## src/logic/cmpctl_regs.svh

```systemverilog
/*
 * Register map constants for the dual comparator control block.
 * Assumes an 8-bit special-function-register bus with 8-bit addresses.
 */
`ifndef CMPCTL_REGS_SVH
`define CMPCTL_REGS_SVH

// Register addresses
`define CMPCTL_ADDR_CTRL_B     8'h9a
`define CMPCTL_ADDR_CTRL_A     8'h9b
`define CMPCTL_ADDR_MODE_A     8'h9d

// Control register fields
`define CMPCTL_CTRL_EN         7
`define CMPCTL_CTRL_OUT        6
`define CMPCTL_CTRL_RISE       5
`define CMPCTL_CTRL_FALL       4
`define CMPCTL_CTRL_HYP_HI     3
`define CMPCTL_CTRL_HYP_LO     2
`define CMPCTL_CTRL_HYN_HI     1
`define CMPCTL_CTRL_HYN_LO     0

// Mode register fields
`define CMPCTL_MODE_RSVD       7
`define CMPCTL_MODE_RIE        5
`define CMPCTL_MODE_FIE        4
`define CMPCTL_MODE_RESP_HI    1
`define CMPCTL_MODE_RESP_LO    0

// Reset values
`define CMPCTL_RST_CTRL        8'h00
`define CMPCTL_RST_MODE        8'h82
`define CMPCTL_RDATA_UNMAPPED  8'h00

`endif

```

## src/logic/cmpctl_pkg.sv

```systemverilog
/*
 * Types shared by the comparator control block.
 * Assumes cmpctl_regs.svh is on the include path.
 */
`default_nettype none

package cmpctl_pkg;

    // Response time codes, fastest first
    typedef enum logic [1:0] {
        CMPCTL_RESP_FAST = 2'h0,
        CMPCTL_RESP_MID1 = 2'h1,
        CMPCTL_RESP_MID2 = 2'h2,
        CMPCTL_RESP_SLOW = 2'h3
    } cmpctl_resp_t;

    // Settings driven to one analog comparator
    typedef struct packed {
        logic       enable;
        logic [1:0] pos_hysteresis;
        logic [1:0] neg_hysteresis;
    } cmpctl_ctrl_t;

    // Mode settings of the first comparator
    typedef struct packed {
        logic         rise_irq_enable;
        logic         fall_irq_enable;
        cmpctl_resp_t response_mode;
    } cmpctl_mode_t;

    // One bus request
    typedef struct packed {
        logic       wr;
        logic       rd;
        logic [7:0] addr;
        logic [7:0] wdata;
    } cmpctl_sfr_req_t;

endpackage : cmpctl_pkg

`default_nettype wire

```

## src/logic/cmpctl_top.sv

```systemverilog
/*
 * Control and status registers of two voltage comparators on the SFR bus.
 * Assumes a synchronous SFR bus on core_clk; raw comparator outputs are
 * asynchronous and the analog macros take the settings driven here.
 */
// Overview of operation
// - A comparator compares nothing until software sets its enable bit.
// - Clearing the enable bit shuts the comparator down to low power.
// - Control bit 6 reads the synchronised comparator output, read only.
// - Control bit 5 is a sticky rising-edge flag cleared by software.
// - Control bit 4 is a sticky falling-edge flag cleared by software.
// - Bits 3:2 select positive hysteresis: off, 5, 10, 20 mV.
// - Bits 1:0 select negative hysteresis: off, 5, 10, 20 mV.
// - Mode bit 5 enables the rising-edge interrupt.
// - Mode bit 4 enables the falling-edge interrupt.
// - Mode bits 1:0 pick response time, 00 fastest, 11 lowest power.
// - Mode bit 7 always reads 1; software writes 1 there.
// - Mode bits 6 and 3:2 read 0 and ignore writes.
// - The second comparator has its own control register, same layout.
// - A disabled comparator's output is held at 0.
// - Edge flags set whatever the interrupt enables say.
// - Raw comparator output is synchronised before state bit and edges.
`timescale 1ns/100ps
`default_nettype none
`include "cmpctl_regs.svh"

module cmpctl_top
(
    // Clock and reset
    input  wire logic                        core_clk,
    input  wire logic                        reset,
    // SFR bus
    input  wire cmpctl_pkg::cmpctl_sfr_req_t sfr_req,
    output var  logic [7:0]                  sfr_rdata,
    // Raw comparator outputs
    input  wire logic                        cmp_a_raw,
    input  wire logic                        cmp_b_raw,
    // Analog settings
    output var  cmpctl_pkg::cmpctl_ctrl_t    cmp_a_ctrl,
    output var  cmpctl_pkg::cmpctl_ctrl_t    cmp_b_ctrl,
    output var  cmpctl_pkg::cmpctl_mode_t    cmp_a_mode,
    // Synchronised outputs and interrupt
    output var  logic                        cmp_a_sync_out,
    output var  logic                        cmp_b_sync_out,
    output var  logic                        cmp_irq
);

    import cmpctl_pkg::*;

    cmpctl_ctrl_t ctrl_a_reg;
    cmpctl_ctrl_t ctrl_b_reg;
    cmpctl_mode_t mode_a_reg;
    logic         rise_a;
    logic         fall_a;
    logic         rise_b;
    logic         fall_b;
    logic         wr_ctrl_a;
    logic         wr_ctrl_b;
    logic         wr_mode_a;
    logic [7:0]   rdata_next;

    ////////////////////////////////////////////////////////////////////////////
    function automatic logic addr_hit(input logic [7:0] addr, input logic [7:0] target);
        addr_hit = (addr == target);
    endfunction : addr_hit

    function automatic logic [7:0] ctrl_read(input cmpctl_ctrl_t c, input logic o,
                                             input logic r, input logic f);
        ctrl_read = {c.enable, o, r, f, c.pos_hysteresis, c.neg_hysteresis};
    endfunction : ctrl_read

    function automatic cmpctl_ctrl_t ctrl_write(input logic [7:0] d);
        ctrl_write.enable         = d[`CMPCTL_CTRL_EN];
        ctrl_write.pos_hysteresis = d[`CMPCTL_CTRL_HYP_HI:`CMPCTL_CTRL_HYP_LO];
        ctrl_write.neg_hysteresis = d[`CMPCTL_CTRL_HYN_HI:`CMPCTL_CTRL_HYN_LO];
    endfunction : ctrl_write

    assign wr_ctrl_a = sfr_req.wr & addr_hit(sfr_req.addr, `CMPCTL_ADDR_CTRL_A);
    assign wr_ctrl_b = sfr_req.wr & addr_hit(sfr_req.addr, `CMPCTL_ADDR_CTRL_B);
    assign wr_mode_a = sfr_req.wr & addr_hit(sfr_req.addr, `CMPCTL_ADDR_MODE_A);

    ////////////////////////////////////////////////////////////////////////////
    // Control registers
    always_ff @(posedge core_clk or posedge reset)
    begin
        if (reset)
            ctrl_a_reg <= ctrl_write(`CMPCTL_RST_CTRL);
        else if (wr_ctrl_a)
            ctrl_a_reg <= ctrl_write(sfr_req.wdata);
    end

    always_ff @(posedge core_clk or posedge reset)
    begin
        if (reset)
            ctrl_b_reg <= ctrl_write(`CMPCTL_RST_CTRL);
        else if (wr_ctrl_b)
            ctrl_b_reg <= ctrl_write(sfr_req.wdata);
    end

    // Reserved and unused mode bits are not stored
    always_ff @(posedge core_clk or posedge reset)
    begin
        if (reset)
        begin
            mode_a_reg.rise_irq_enable <= 1'b0;
            mode_a_reg.fall_irq_enable <= 1'b0;
            mode_a_reg.response_mode   <= CMPCTL_RESP_MID2;
        end
        else if (wr_mode_a)
        begin
            mode_a_reg.rise_irq_enable <= sfr_req.wdata[`CMPCTL_MODE_RIE];
            mode_a_reg.fall_irq_enable <= sfr_req.wdata[`CMPCTL_MODE_FIE];
            mode_a_reg.response_mode   <= cmpctl_resp_t'(
                sfr_req.wdata[`CMPCTL_MODE_RESP_HI:`CMPCTL_MODE_RESP_LO]);
        end
    end

    // Enable low puts the analog macro into shutdown
    assign cmp_a_ctrl = ctrl_a_reg;
    assign cmp_b_ctrl = ctrl_b_reg;
    assign cmp_a_mode = mode_a_reg;

    ////////////////////////////////////////////////////////////////////////////
    // Channels; flags set regardless of interrupt enables
    cmpctl_chan u_chan_a
    (
        .core_clk        (core_clk),
        .reset           (reset),
        .raw_out         (cmp_a_raw),
        .enable          (ctrl_a_reg.enable),
        .flag_wr         (wr_ctrl_a),
        .flag_wdata_rise (sfr_req.wdata[`CMPCTL_CTRL_RISE]),
        .flag_wdata_fall (sfr_req.wdata[`CMPCTL_CTRL_FALL]),
        .out_state       (cmp_a_sync_out),
        .rise_flag       (rise_a),
        .fall_flag       (fall_a)
    );

    cmpctl_chan u_chan_b
    (
        .core_clk        (core_clk),
        .reset           (reset),
        .raw_out         (cmp_b_raw),
        .enable          (ctrl_b_reg.enable),
        .flag_wr         (wr_ctrl_b),
        .flag_wdata_rise (sfr_req.wdata[`CMPCTL_CTRL_RISE]),
        .flag_wdata_fall (sfr_req.wdata[`CMPCTL_CTRL_FALL]),
        .out_state       (cmp_b_sync_out),
        .rise_flag       (rise_b),
        .fall_flag       (fall_b)
    );

    assign cmp_irq = (rise_a & mode_a_reg.rise_irq_enable)
                   | (fall_a & mode_a_reg.fall_irq_enable);

    ////////////////////////////////////////////////////////////////////////////
    // Read data, one cycle after the read strobe
    always_comb
    begin
        rdata_next = `CMPCTL_RDATA_UNMAPPED;
        if (addr_hit(sfr_req.addr, `CMPCTL_ADDR_CTRL_A))
            rdata_next = ctrl_read(ctrl_a_reg, cmp_a_sync_out, rise_a, fall_a);
        else if (addr_hit(sfr_req.addr, `CMPCTL_ADDR_CTRL_B))
            rdata_next = ctrl_read(ctrl_b_reg, cmp_b_sync_out, rise_b, fall_b);
        else if (addr_hit(sfr_req.addr, `CMPCTL_ADDR_MODE_A))
        begin
            rdata_next[`CMPCTL_MODE_RSVD]                         = 1'b1;
            rdata_next[`CMPCTL_MODE_RIE]                          = mode_a_reg.rise_irq_enable;
            rdata_next[`CMPCTL_MODE_FIE]                          = mode_a_reg.fall_irq_enable;
            rdata_next[`CMPCTL_MODE_RESP_HI:`CMPCTL_MODE_RESP_LO] = mode_a_reg.response_mode;
        end
    end

    always_ff @(posedge core_clk or posedge reset)
    begin
        if (reset)
            sfr_rdata <= `CMPCTL_RDATA_UNMAPPED;
        else if (sfr_req.rd)
            sfr_rdata <= rdata_next;
    end
endmodule : cmpctl_top

`default_nettype wire

```

## src/logic/cmpctl_chan.sv

```systemverilog
/*
 * One comparator channel: synchroniser, enable gating, sticky edge flags.
 * Assumes raw is asynchronous to core_clk and flag writes come from the bus.
 */
`timescale 1ns/100ps
`default_nettype none

module cmpctl_chan
(
    // Clock and reset
    input  wire logic core_clk,
    input  wire logic reset,
    // Analog side
    input  wire logic raw_out,
    input  wire logic enable,
    // Flag write from the bus
    input  wire logic flag_wr,
    input  wire logic flag_wdata_rise,
    input  wire logic flag_wdata_fall,
    // State
    output var  logic out_state,
    output var  logic rise_flag,
    output var  logic fall_flag
);

    logic sync_1_reg;
    logic sync_2_reg;
    logic gated;
    logic rise_evt;
    logic fall_evt;

    ////////////////////////////////////////////////////////////////////////////
    always_ff @(posedge core_clk or posedge reset)
    begin
        if (reset)
        begin
            sync_1_reg <= 1'b0;
            sync_2_reg <= 1'b0;
        end
        else
        begin
            sync_1_reg <= raw_out;
            sync_2_reg <= sync_1_reg;
        end
    end

    // Disabled comparator reads as 0
    assign gated    = enable & sync_2_reg;
    assign rise_evt = gated & ~out_state;
    assign fall_evt = ~gated & out_state;

    always_ff @(posedge core_clk or posedge reset)
    begin
        if (reset)
            out_state <= 1'b0;
        else
            out_state <= gated;
    end

    ////////////////////////////////////////////////////////////////////////////
    // Edge wins over a simultaneous clear
    always_ff @(posedge core_clk or posedge reset)
    begin
        if (reset)
        begin
            rise_flag <= 1'b0;
            fall_flag <= 1'b0;
        end
        else
        begin
            rise_flag <= rise_evt | (flag_wr ? flag_wdata_rise : rise_flag);
            fall_flag <= fall_evt | (flag_wr ? flag_wdata_fall : fall_flag);
        end
    end

endmodule : cmpctl_chan

`default_nettype wire

```

## config.mk

```make
export PLATFORM = sky130hd
export DESIGN_NAME = cmpctl_top
export DESIGN_NICKNAME = d
export VERILOG_FILES = /design/src/logic/cmpctl_pkg.sv /design/src/logic/cmpctl_top.sv /design/src/logic/cmpctl_chan.sv
export VERILOG_INCLUDE_DIRS = /design/src /design/src/logic
export SDC_FILE = /design/constraint.sdc
export NUM_CORES = 1
export LEC_CHECK = 0
export BUFFER_PORTS_ARGS = -buffer_cell sky130_fd_sc_hd__buf_2
export CAP_MARGIN = 20
export CORE_UTILIZATION = 49
export DETAILED_ROUTE_END_ITERATION = 16
export PLACE_DENSITY = 0.77
export SYNTH_ARGS = -nofsm -noshare
export SYNTH_HDL_FRONTEND = slang
export SYNTH_HIERARCHICAL = 1
export SYNTH_SLANG_ARGS = --single-unit
export TNS_END_PERCENT = 10
```

## constraint.sdc

```tcl
create_clock -name core_clk -period 1.2 [get_ports core_clk]
set_input_delay 0.18 -clock core_clk [delete_from_list [all_inputs] [get_ports core_clk]]
set_output_delay 0.18 -clock core_clk [all_outputs]
set_load 0.03 [all_outputs]
```

# After elaboration in Yosys (flattened, before gate mapping)
# Cells that the tools add are included.
# W data, S select, Z words.
# op_classes
add_sub_neg	0
mul	0
n_div	0
n_lt_le_gt_ge	0
n_eq_ne	3
shift	0
muxes	13
bitwise_logic	20
n_reduce_logical	0
# op_table
op	count
$eq A8 B8 Y1 const B	3
$and A1 B1 Y1	11
$mux W2	5
$mux W8	1
$mux W1	7
$or A1 B1 Y1	5
$not A1 Y1	4
# word_totals
reg_bits	32
latch_bits	0
mem_bits_rw	0
mem_bits_ro	0
in_bits	22
out_inout_bits	25
elab_cells	56
n_memories	0

# Depth between registers and ports, before layout
# Gate-level depths: netlist (run 1).
# logic_depth
ltp_word	4
mapped_depth	7
depth_no_buf	5

# Cells and area by module
# The synthesis (run 1) kept the hierarchy.
# by_module_without_submodules
module	n_inst	cells_each	area_per_inst_um2
cmpctl_top	1	96	1127.3
cmpctl_chan	2	12	167.7

# Worst setup path after synthesis (run 1)
# Ideal clock, no wire load.
# synth_timing
path_kind	in2reg
startpoint	input sfr_req[10] (netlist name)
endpoint	register u_chan_b.fall_flag
t_arrival_ns	1.431
required_ns	1.074
path_slack_ns	-0.357
stages	7
path_cell_list	nand2b_1 > buf_6 > or4_4 > buf_6 > inv_1 > nor2b_1 > a221o_1
# synth_between
elab_chain_len	4
# synth_lines
item	line	source
start, declared	cmpctl_top.sv:33	input wire cmpctl_pkg::cmpctl_sfr_req_t sfr_req,
$eq A8 B8 Y1	cmpctl_top.sv:64	addr_hit = (addr == target);
$and A1 B1 Y1	cmpctl_top.sv:79	assign wr_ctrl_b = sfr_req.wr & addr_hit(sfr_req.addr, `CMPCTL_ADDR_CTRL_B);
via wr_ctrl_b	cmpctl_top.sv:58	logic wr_ctrl_b;
$mux W1	cmpctl_chan.sv:72	fall_flag <= fall_evt | (flag_wr ? flag_wdata_fall : fall_flag);
$or A1 B1 Y1	cmpctl_chan.sv:72	
end signal, assigned	cmpctl_chan.sv:72	
end, declared	cmpctl_chan.sv:23	output var logic fall_flag
# The timed path passes the listed nets, and every way through them passes these cells.
# A chain may end at the register's enable or synchronous reset.

# Final worst setup path (run 1)
# layout_timing
startpoint	register mode_a_reg, in the netlist cmp_a_mode[3]
endpoint	output cmp_irq
# layout_between
elab_chain_len	2
# layout_lines
item	line	source
start, declared	cmpctl_top.sv:52	cmpctl_mode_t mode_a_reg;
$and A1 B1 Y1	cmpctl_top.sv:153	assign cmp_irq = (rise_a & mode_a_reg.rise_irq_enable)
$or A1 B1 Y1	cmpctl_top.sv:154	| (fall_a & mode_a_reg.fall_irq_enable);
end, declared	cmpctl_top.sv:45	output var logic cmp_irq
# Every way passes these cells.

==> results of run 1 <==
==> critical path: cells and delay by family, from the launching register on <==
family / cells / cell delay [ns]
DFF: 1 / 0.39
AOI/OAI and AO/OA: 1 / 0.24
buffers and inverters: 1 / 0.14
==> cell usage after synthesis, drive strengths merged <==
master and instances:
a211oi 1, a2bb2oi 4, nor4 1, clkbuf 3, mux2 17, nor2b 3, o22ai 3, nand3b 2
or2 1, dfrtp 31, inv 11, mux2i 2, and4 1, o211a 1, a221o 2, o41ai 1
buf 2, and3b 2, nand2 7, or4 1, o31ai 2, nand4b 1, or3 1, dfstp 1
nor2 5, nand2b 5, o21ai 6, o32ai 2, a22o 1
==> final timing paths <==
path / endpoint
worst max-delay path: cmp_irq
worst min-delay path: cmp_b_ctrl[4]$_DFFE_PP0P_
worst max register to register: sfr_rdata[7]$_DFFE_PP0P_
worst min register to register: u_chan_a/sync_2_reg$_DFF_PP0_
max in group asynchronous: cmp_a_mode[1]$_DFFE_PP1P_
min in group asynchronous: u_chan_b/sync_1_reg$_DFF_PP0_
==> routing by layer <==
layer  part of all wire  track usage  vias to the layer above
li1                   -            -                      559
met1               0.47        0.337                      588
met2               0.47        0.358                       45
met3              0.060       0.0691                        6
met4             0.0082       0.0732                        0
met5                  0            0                        -
==> what timing repair did <==
action	CTS	global route
pin swaps	2	1
buffers inserted	3	0
setup endpoints to repair	3	14
hold buffers	3	0
gates cloned	0	0
endpoints found under the hold margin	33	0
resized for setup	9	12
==> per-stage QoR <==
| stage | hold slack (ns) | utilization | area (sq um) | TNS (ns) | power [mW] |
|---|---|---|---|---|---|
| 6_report | 0.0953 | 0.719 | 2000 | -0.0915 | 2.21 |
| 5_1_grt | 0.0845 | 0.719 | 2000 | -0.378 | 2.32 |
| 4_1_cts | 0.0828 | 0.705 | 1960 | -0.0983 | 2.22 |
| 3_5_place_dp | 0.106 | 0.653 | 1820 | -6.54 | 1.55 |
| 3_3_place_gp | 0.0946 | 0.653 | 1820 | -6.22 | 1.54 |
| 2_1_floorplan | -0.0415 | - | 1490 | -2.93 | 1.42 |
==> cell type report <==
| type | instances | area [sq um] |
|---|---|---|
| clock inverters | 2 | 10.0 |
| clock buffers | 6 | 51.3 |
| well taps | 31 | 38.8 |
| inverters | 11 | 43.8 |
| multi-input cells | 72 | 624 |
| fillers | 203 | 781 |
| repair buffers | 64 | 429 |
| flip-flops and latches | 32 | 803 |
==> where the power goes <==
| part | internal, mW | switching, mW |
|---|---|---|
| combinational | 0.194 | 0.199 |
| clock | 0.278 | 0.354 |
| sequential | 1.14 | 0.0432 |
| total | 1.61 | 0.595 |
==> logic make-up (layout without fill, tap and decap cells) <==
logic type,Yosys count,after routing,synth area share
and+or+nand+nor,30,30,0.126
DFF,32,32,0.548
buffers and inverters,16,83,0.0513
muxes,19,19,0.157
AOI/OAI and AO/OA,23,23,0.117
==> run metrics, run 1 <==
Skew-Pair Late Insertion Delay=0.33 ns; Ant. Diodes=0; violated checks=negative setup slack; LEAKAGE=1.06 nW; worst vdd ir=1280 uV; Slew Viols, Final=0; Die X=56.6 um; initial antenna violation count=0; Fin Clk Skew=0.00672 ns; Synth cell types=31; Setup Slack @ Placement=-0.363 ns; CP max stage cell=dfrtp_1; # DRC=0; Hold Crit Class=input pin to flip-flop; Die Y=56.6 um; port bufs=45; Critical Setup Path Class=flip-flop to primary output; CP Capture Type=primary output; Mapped Area=0.00146 sq mm; synth top area cells=dfrtp_1, mux2_2, mux2_4; layout cell share with drive strength beyond 1=0.513; CTS Buffer Depth=2; grt total ovfl=0; Max Freq=0.786 GHz; die area=0.00321 sq mm; Layout area overhead=36.8%; final-stage net count=208; Root Buffer=clkbuf_4; crit path from=cmp_a_mode[3]$_DFFE_PP0P_; FF+latch count, synth=32; post-synthesis sequential area ratio=0.548; Synth Area per Inst=12.2 sq um; most common cell after layout, fill and taps aside=buf_2; Reg2Reg Launch Point=cmp_a_ctrl[4]$_DFFE_PP0P_; cells after synthesis=120; HPWL after detailed placement=2.42 mm; Tmin final=1.27 ns; placed insts=204; crit path launch type=flip-flop; CTS tree=built; hold_sp=sfr_req[7]; Worst-Margin Slew=0.289 ns; Routability Congestion=0.884; Top reg by flops=sfr_rdata; r2r worst-path depth=2; Tcrit/Tclk final=1.06; DRT Wirelength=3.41 mm; first-pass GRT wire length=5.74 mm; core footprint=0.00278 sq mm; Pwr Density=1100 mW/mm^2; max-cap viol count=0; synthesized net count=142; Warnings, synthesis=6; clk sinks=32; initial detailed-routing violation count=34; final non-filler cell total=218; RSZ-0062 raised after global routing=yes; worst path cell trace=a22o_1 -> buf_6; worst path required time=1.02 ns; via count=1198; crit path DAT=1.09 ns; dominant cell type by area after synthesis=dfrtp_1; DR vias/cell=5.50; register-to-register setup slack=0.17 ns; drt first pass iters=4; vias in the first global route=1213; Routed WL per cell=15.7 um; final setup fails=3; max reg flops=8; cell row count=19; Initial Util=0.526; status=finished with violations; worst hold stages=2; relative slew slack=0.805; CTS buffer count=5; CTS clk-pin slew, worst paths=0.09 ns; pin count of the biggest net entering global routing=23; IO Pins=47; GRT Overall Usage=0.239; worst-path maximum fanout=2; final hold vios=0; post-detailed-route count of antenna-violating nets=0; critical path's largest stage delay=0.39 ns; setup ws final=-0.0716 ns; most frequent cells in the layout=buf_2, dfrtp_1, buf_4; share of the synthesized area in the top cell type=0.530; H-tree lvl count=2
Note: power is estimated with default switching activity, not from simulation.
==> run 2, diff against run 1 <==
--- a/config.mk
+++ b/config.mk
@@ -6,9 +6,10 @@
 export SDC_FILE = /design/constraint.sdc
 export NUM_CORES = 1
 export LEC_CHECK = 0
+export ABC_AREA = 1
 export BUFFER_PORTS_ARGS = -buffer_cell sky130_fd_sc_hd__buf_2
 export CAP_MARGIN = 20
-export CORE_UTILIZATION = 49
+export CORE_UTILIZATION = 50
 export DETAILED_ROUTE_END_ITERATION = 16
 export PLACE_DENSITY = 0.77
 export SYNTH_ARGS = -nofsm -noshare
==> run 2 against run 1 <==
  * Wire length is 1.1% lower
  * The flow still finishes with violations (negative setup slack)
  * Critical path type unchanged
  * Sequential share of layout area down 2.6 points
  * Fmax is 2.2% higher
  * Non-clock buffer count is 5 lower
==> run metrics, run 2 <==
Die Y=60.0 um (+5.9%); cell row count=20 (+1); synth top area cells=dfrtp_1, nand2_1, inv_1; Layout area overhead=27.2%; Initial Util=0.538 (+0.0117); Routability Congestion=0.750 (-15%); Synth Area in Adders=0 (unchanged); Synth Area in Compound Gates=0.0603 (-0.0569); DR vias/cell=4.67 (-15%); max-cap viol count=0 (unchanged); Root Buffer=clkbuf_4; CTS Buffer Depth=2 (unchanged); Slew Viols, Final=0 (unchanged); core footprint=0.00313 sq mm (+12%); GRT Overall Usage=0.229 (-0.00938); post-detailed-route count of antenna-violating nets=0 (unchanged); r2r worst-path depth=6 (+4); Die X=60.0 um (+5.9%); Synth cell types=18 (-42%); relative slew slack=0.808 (+0.00286); drt first pass iters=4 (unchanged); Tcrit/Tclk final=1.04 (-0.0229); most frequent cells in the layout=nand2_1, buf_2, inv_1; worst path cell trace=inv_2 -> o22ai_2 -> buf_6; port bufs=45 (unchanged); worst path required time=1.02 ns (about the same); Ant. Diodes=0 (unchanged); CP Capture Type=primary output; CTS tree=built; Synth Area per Inst=8.28 sq um (-32%); violated checks=negative setup slack; HPWL after detailed placement=2.61 mm (+7.8%); vias in the first global route=1377 (+14%); initial detailed-routing violation count=68 (+100%); crit path DAT=1.06 ns (-0.03 ns); # DRC=0 (unchanged); worst vdd ir=774 uV (-40%); Primary FF master, synth=dfrtp_1; Hold EP=cmp_b_ctrl[2]$_DFFE_PP0P_; Routed WL per cell=10.9 um (-30%); Hold Crit Class=input pin to flip-flop; Worst-Margin Slew=0.288 ns (-0.000515 ns); synthesized net count=225 (+58%); grt total ovfl=0 (unchanged); initial antenna violation count=0 (unchanged); DRT Wirelength=3.38 mm (-1.1%); LEAKAGE=1.31 nW (+24%); post-synthesis sequential area ratio=0.477 (-0.0714); crit path launch type=flip-flop; IO Pins=47 (unchanged); status=finished with violations; post-synthesis xor/xnor area fraction=0 (unchanged); final setup TNS=-0.0441 ns (+0.0474 ns); most common cell in the synthesized netlist=nand2_1; final-stage net count=287 (+38%); Reg2Reg Launch Point=cmp_a_ctrl[4]$_DFFE_PP0P_; cells after synthesis=203 (+69%); max reg flops=8 (unchanged); worst hold stages=3 (+1); Warnings, synthesis=6 (unchanged); hold slack=0.0671 ns (-0.0282 ns); setup ws final=-0.0441 ns (+0.0275 ns); Critical Setup Path Class=flip-flop to primary output; largest family of logic cells by synthesized area=simple AND/OR/NAND/NOR gates; worst-path maximum fanout=2 (unchanged); CP max stage cell=dfrtp_1; Simple-Gate Fraction of Synth Area=0.341 (+0.215); via count=1449 (+21%); dominant cell type by area after synthesis=dfrtp_1; layout cell share with drive strength beyond 1=0.353 (-0.160); most common cell after layout, fill and taps aside=nand2_1; Tmin final=1.24 ns (-0.0275 ns); first-pass GRT wire length=5.93 mm (+3.3%); Pwr Density=1000 mW/mm^2 (-9.0%); Mapped Area=0.00168 sq mm (+15%); RSZ-0062 raised after global routing=yes; critical path's largest stage delay=0.38 ns (about the same); Top reg by flops=sfr_rdata; crit path from=u_chan_a/fall_flag$_DFF_PP0_; final setup fails=1 (-2); Synth top cells by count=nand2_1, inv_1, dfrtp_1, nand3_1, o21ai_0; register-to-register setup slack=0.28 ns (+0.11 ns); Synth async-reset ratio=1.00 (unchanged); share of the synthesized area in the top cell type=0.461 (-0.0691); FF+latch count, synth=32 (unchanged); clk sinks=32 (unchanged); CTS buffer count=5 (unchanged); pin count of the biggest net entering global routing=23 (unchanged); die area=0.00360 sq mm (+12%); Fin Clk Skew=0.00887 ns (+0.00215 ns); final hold vios=0 (unchanged); EDFF count, synth=0 (unchanged); CTS clk-pin slew, worst paths=0.10 ns (about the same); H-tree lvl count=2 (unchanged); Overall Power=2.15 mW (-2.7%); Max Freq=0.804 GHz (+2.2%); mux cell area share after synthesis=0 (-0.157); Skew-Pair Late Insertion Delay=0.33 ns (about the same); Reg2Reg Capture Point=sfr_rdata[7]$_DFFE_PP0P_; hold_sp=sfr_req[2]
[run 2: how the worst max path moves through the flow]
stage                     slack [ns]  cells after the start                            to
final                          -0.04                      3                       cmp_irq
after global routing           -0.12                      3                       cmp_irq
after CTS                      -0.07                      3                       cmp_irq
after detailed placement        0.03                     10  u_chan_b/rise_flag$_DFF_PP0_
after global placement          0.05                      9     cmp_a_ctrl[2]$_DFFE_PP0P_
after floorplan                 0.05                      2                       cmp_irq
[run 2: critical path: cells and delay by family (launching register included)]
kind / cells / cell delay [ns]
flip-flops: 1 / 0.38
AO/OA/AOI/OAI: 1 / 0.16
buffers and inverters: 2 / 0.20
[run 2: cell families after synthesis]
| kind of cell | Yosys count |
|---|---|
| DFF | 32 |
| AOI/OAI and AO/OA | 17 |
| and+or+nand+nor | 112 |
| buffers and inverters | 42 |
[run 2: where the power goes]
group	internal [mW]	switching [mW]
Clock	0.287	0.356
Combinational	0.124	0.225
Sequential	1.12	0.0337
[run 2: per-layer routing]
| metal | share of wire | vias up | GRT usage |
|---|---|---|---|
| met3 | 0.054 | 4 | 0.0649 |
| met5 | 0 | - | 0 |
| met2 | 0.49 | 45 | 0.371 |
| met1 | 0.45 | 655 | 0.287 |
| met4 | 0.0083 | 0 | 0.0963 |
| li1 | - | 745 | - |
[run 2: area by class of cell]
type | count | area [sq um]
clock buffer | 7 | 55.1
clock inverter | 1 | 7.51
fill | 277 | 988
inverter | 38 | 145
multi-input combinational | 129 | 681
sequential | 32 | 803
tap | 44 | 55.1
timing repair buffer | 59 | 393
[run 2: timing repair]
action | in CTS | in global routing
setup buffers | 2 | 2
resized for setup | 9 | 6
pin swaps | 1 | 0
hold endpoints to repair | 33 | 0
setup endpoints to repair | 2 | 7
hold buffers | 3 | 0
[run 2: per-stage QoR]
stage,cell area (sq um),util,setup WS [ns],std cells
2_1_floorplan,1690,-,0.0502,203
3_5_place_dp,1990,0.635,0.0274,295
4_1_cts,2120,0.677,-0.0671,308
6_report,2140,0.684,-0.0441,310
3_3_place_gp,1990,0.635,0.0484,295
5_1_grt,2140,0.684,-0.117,310
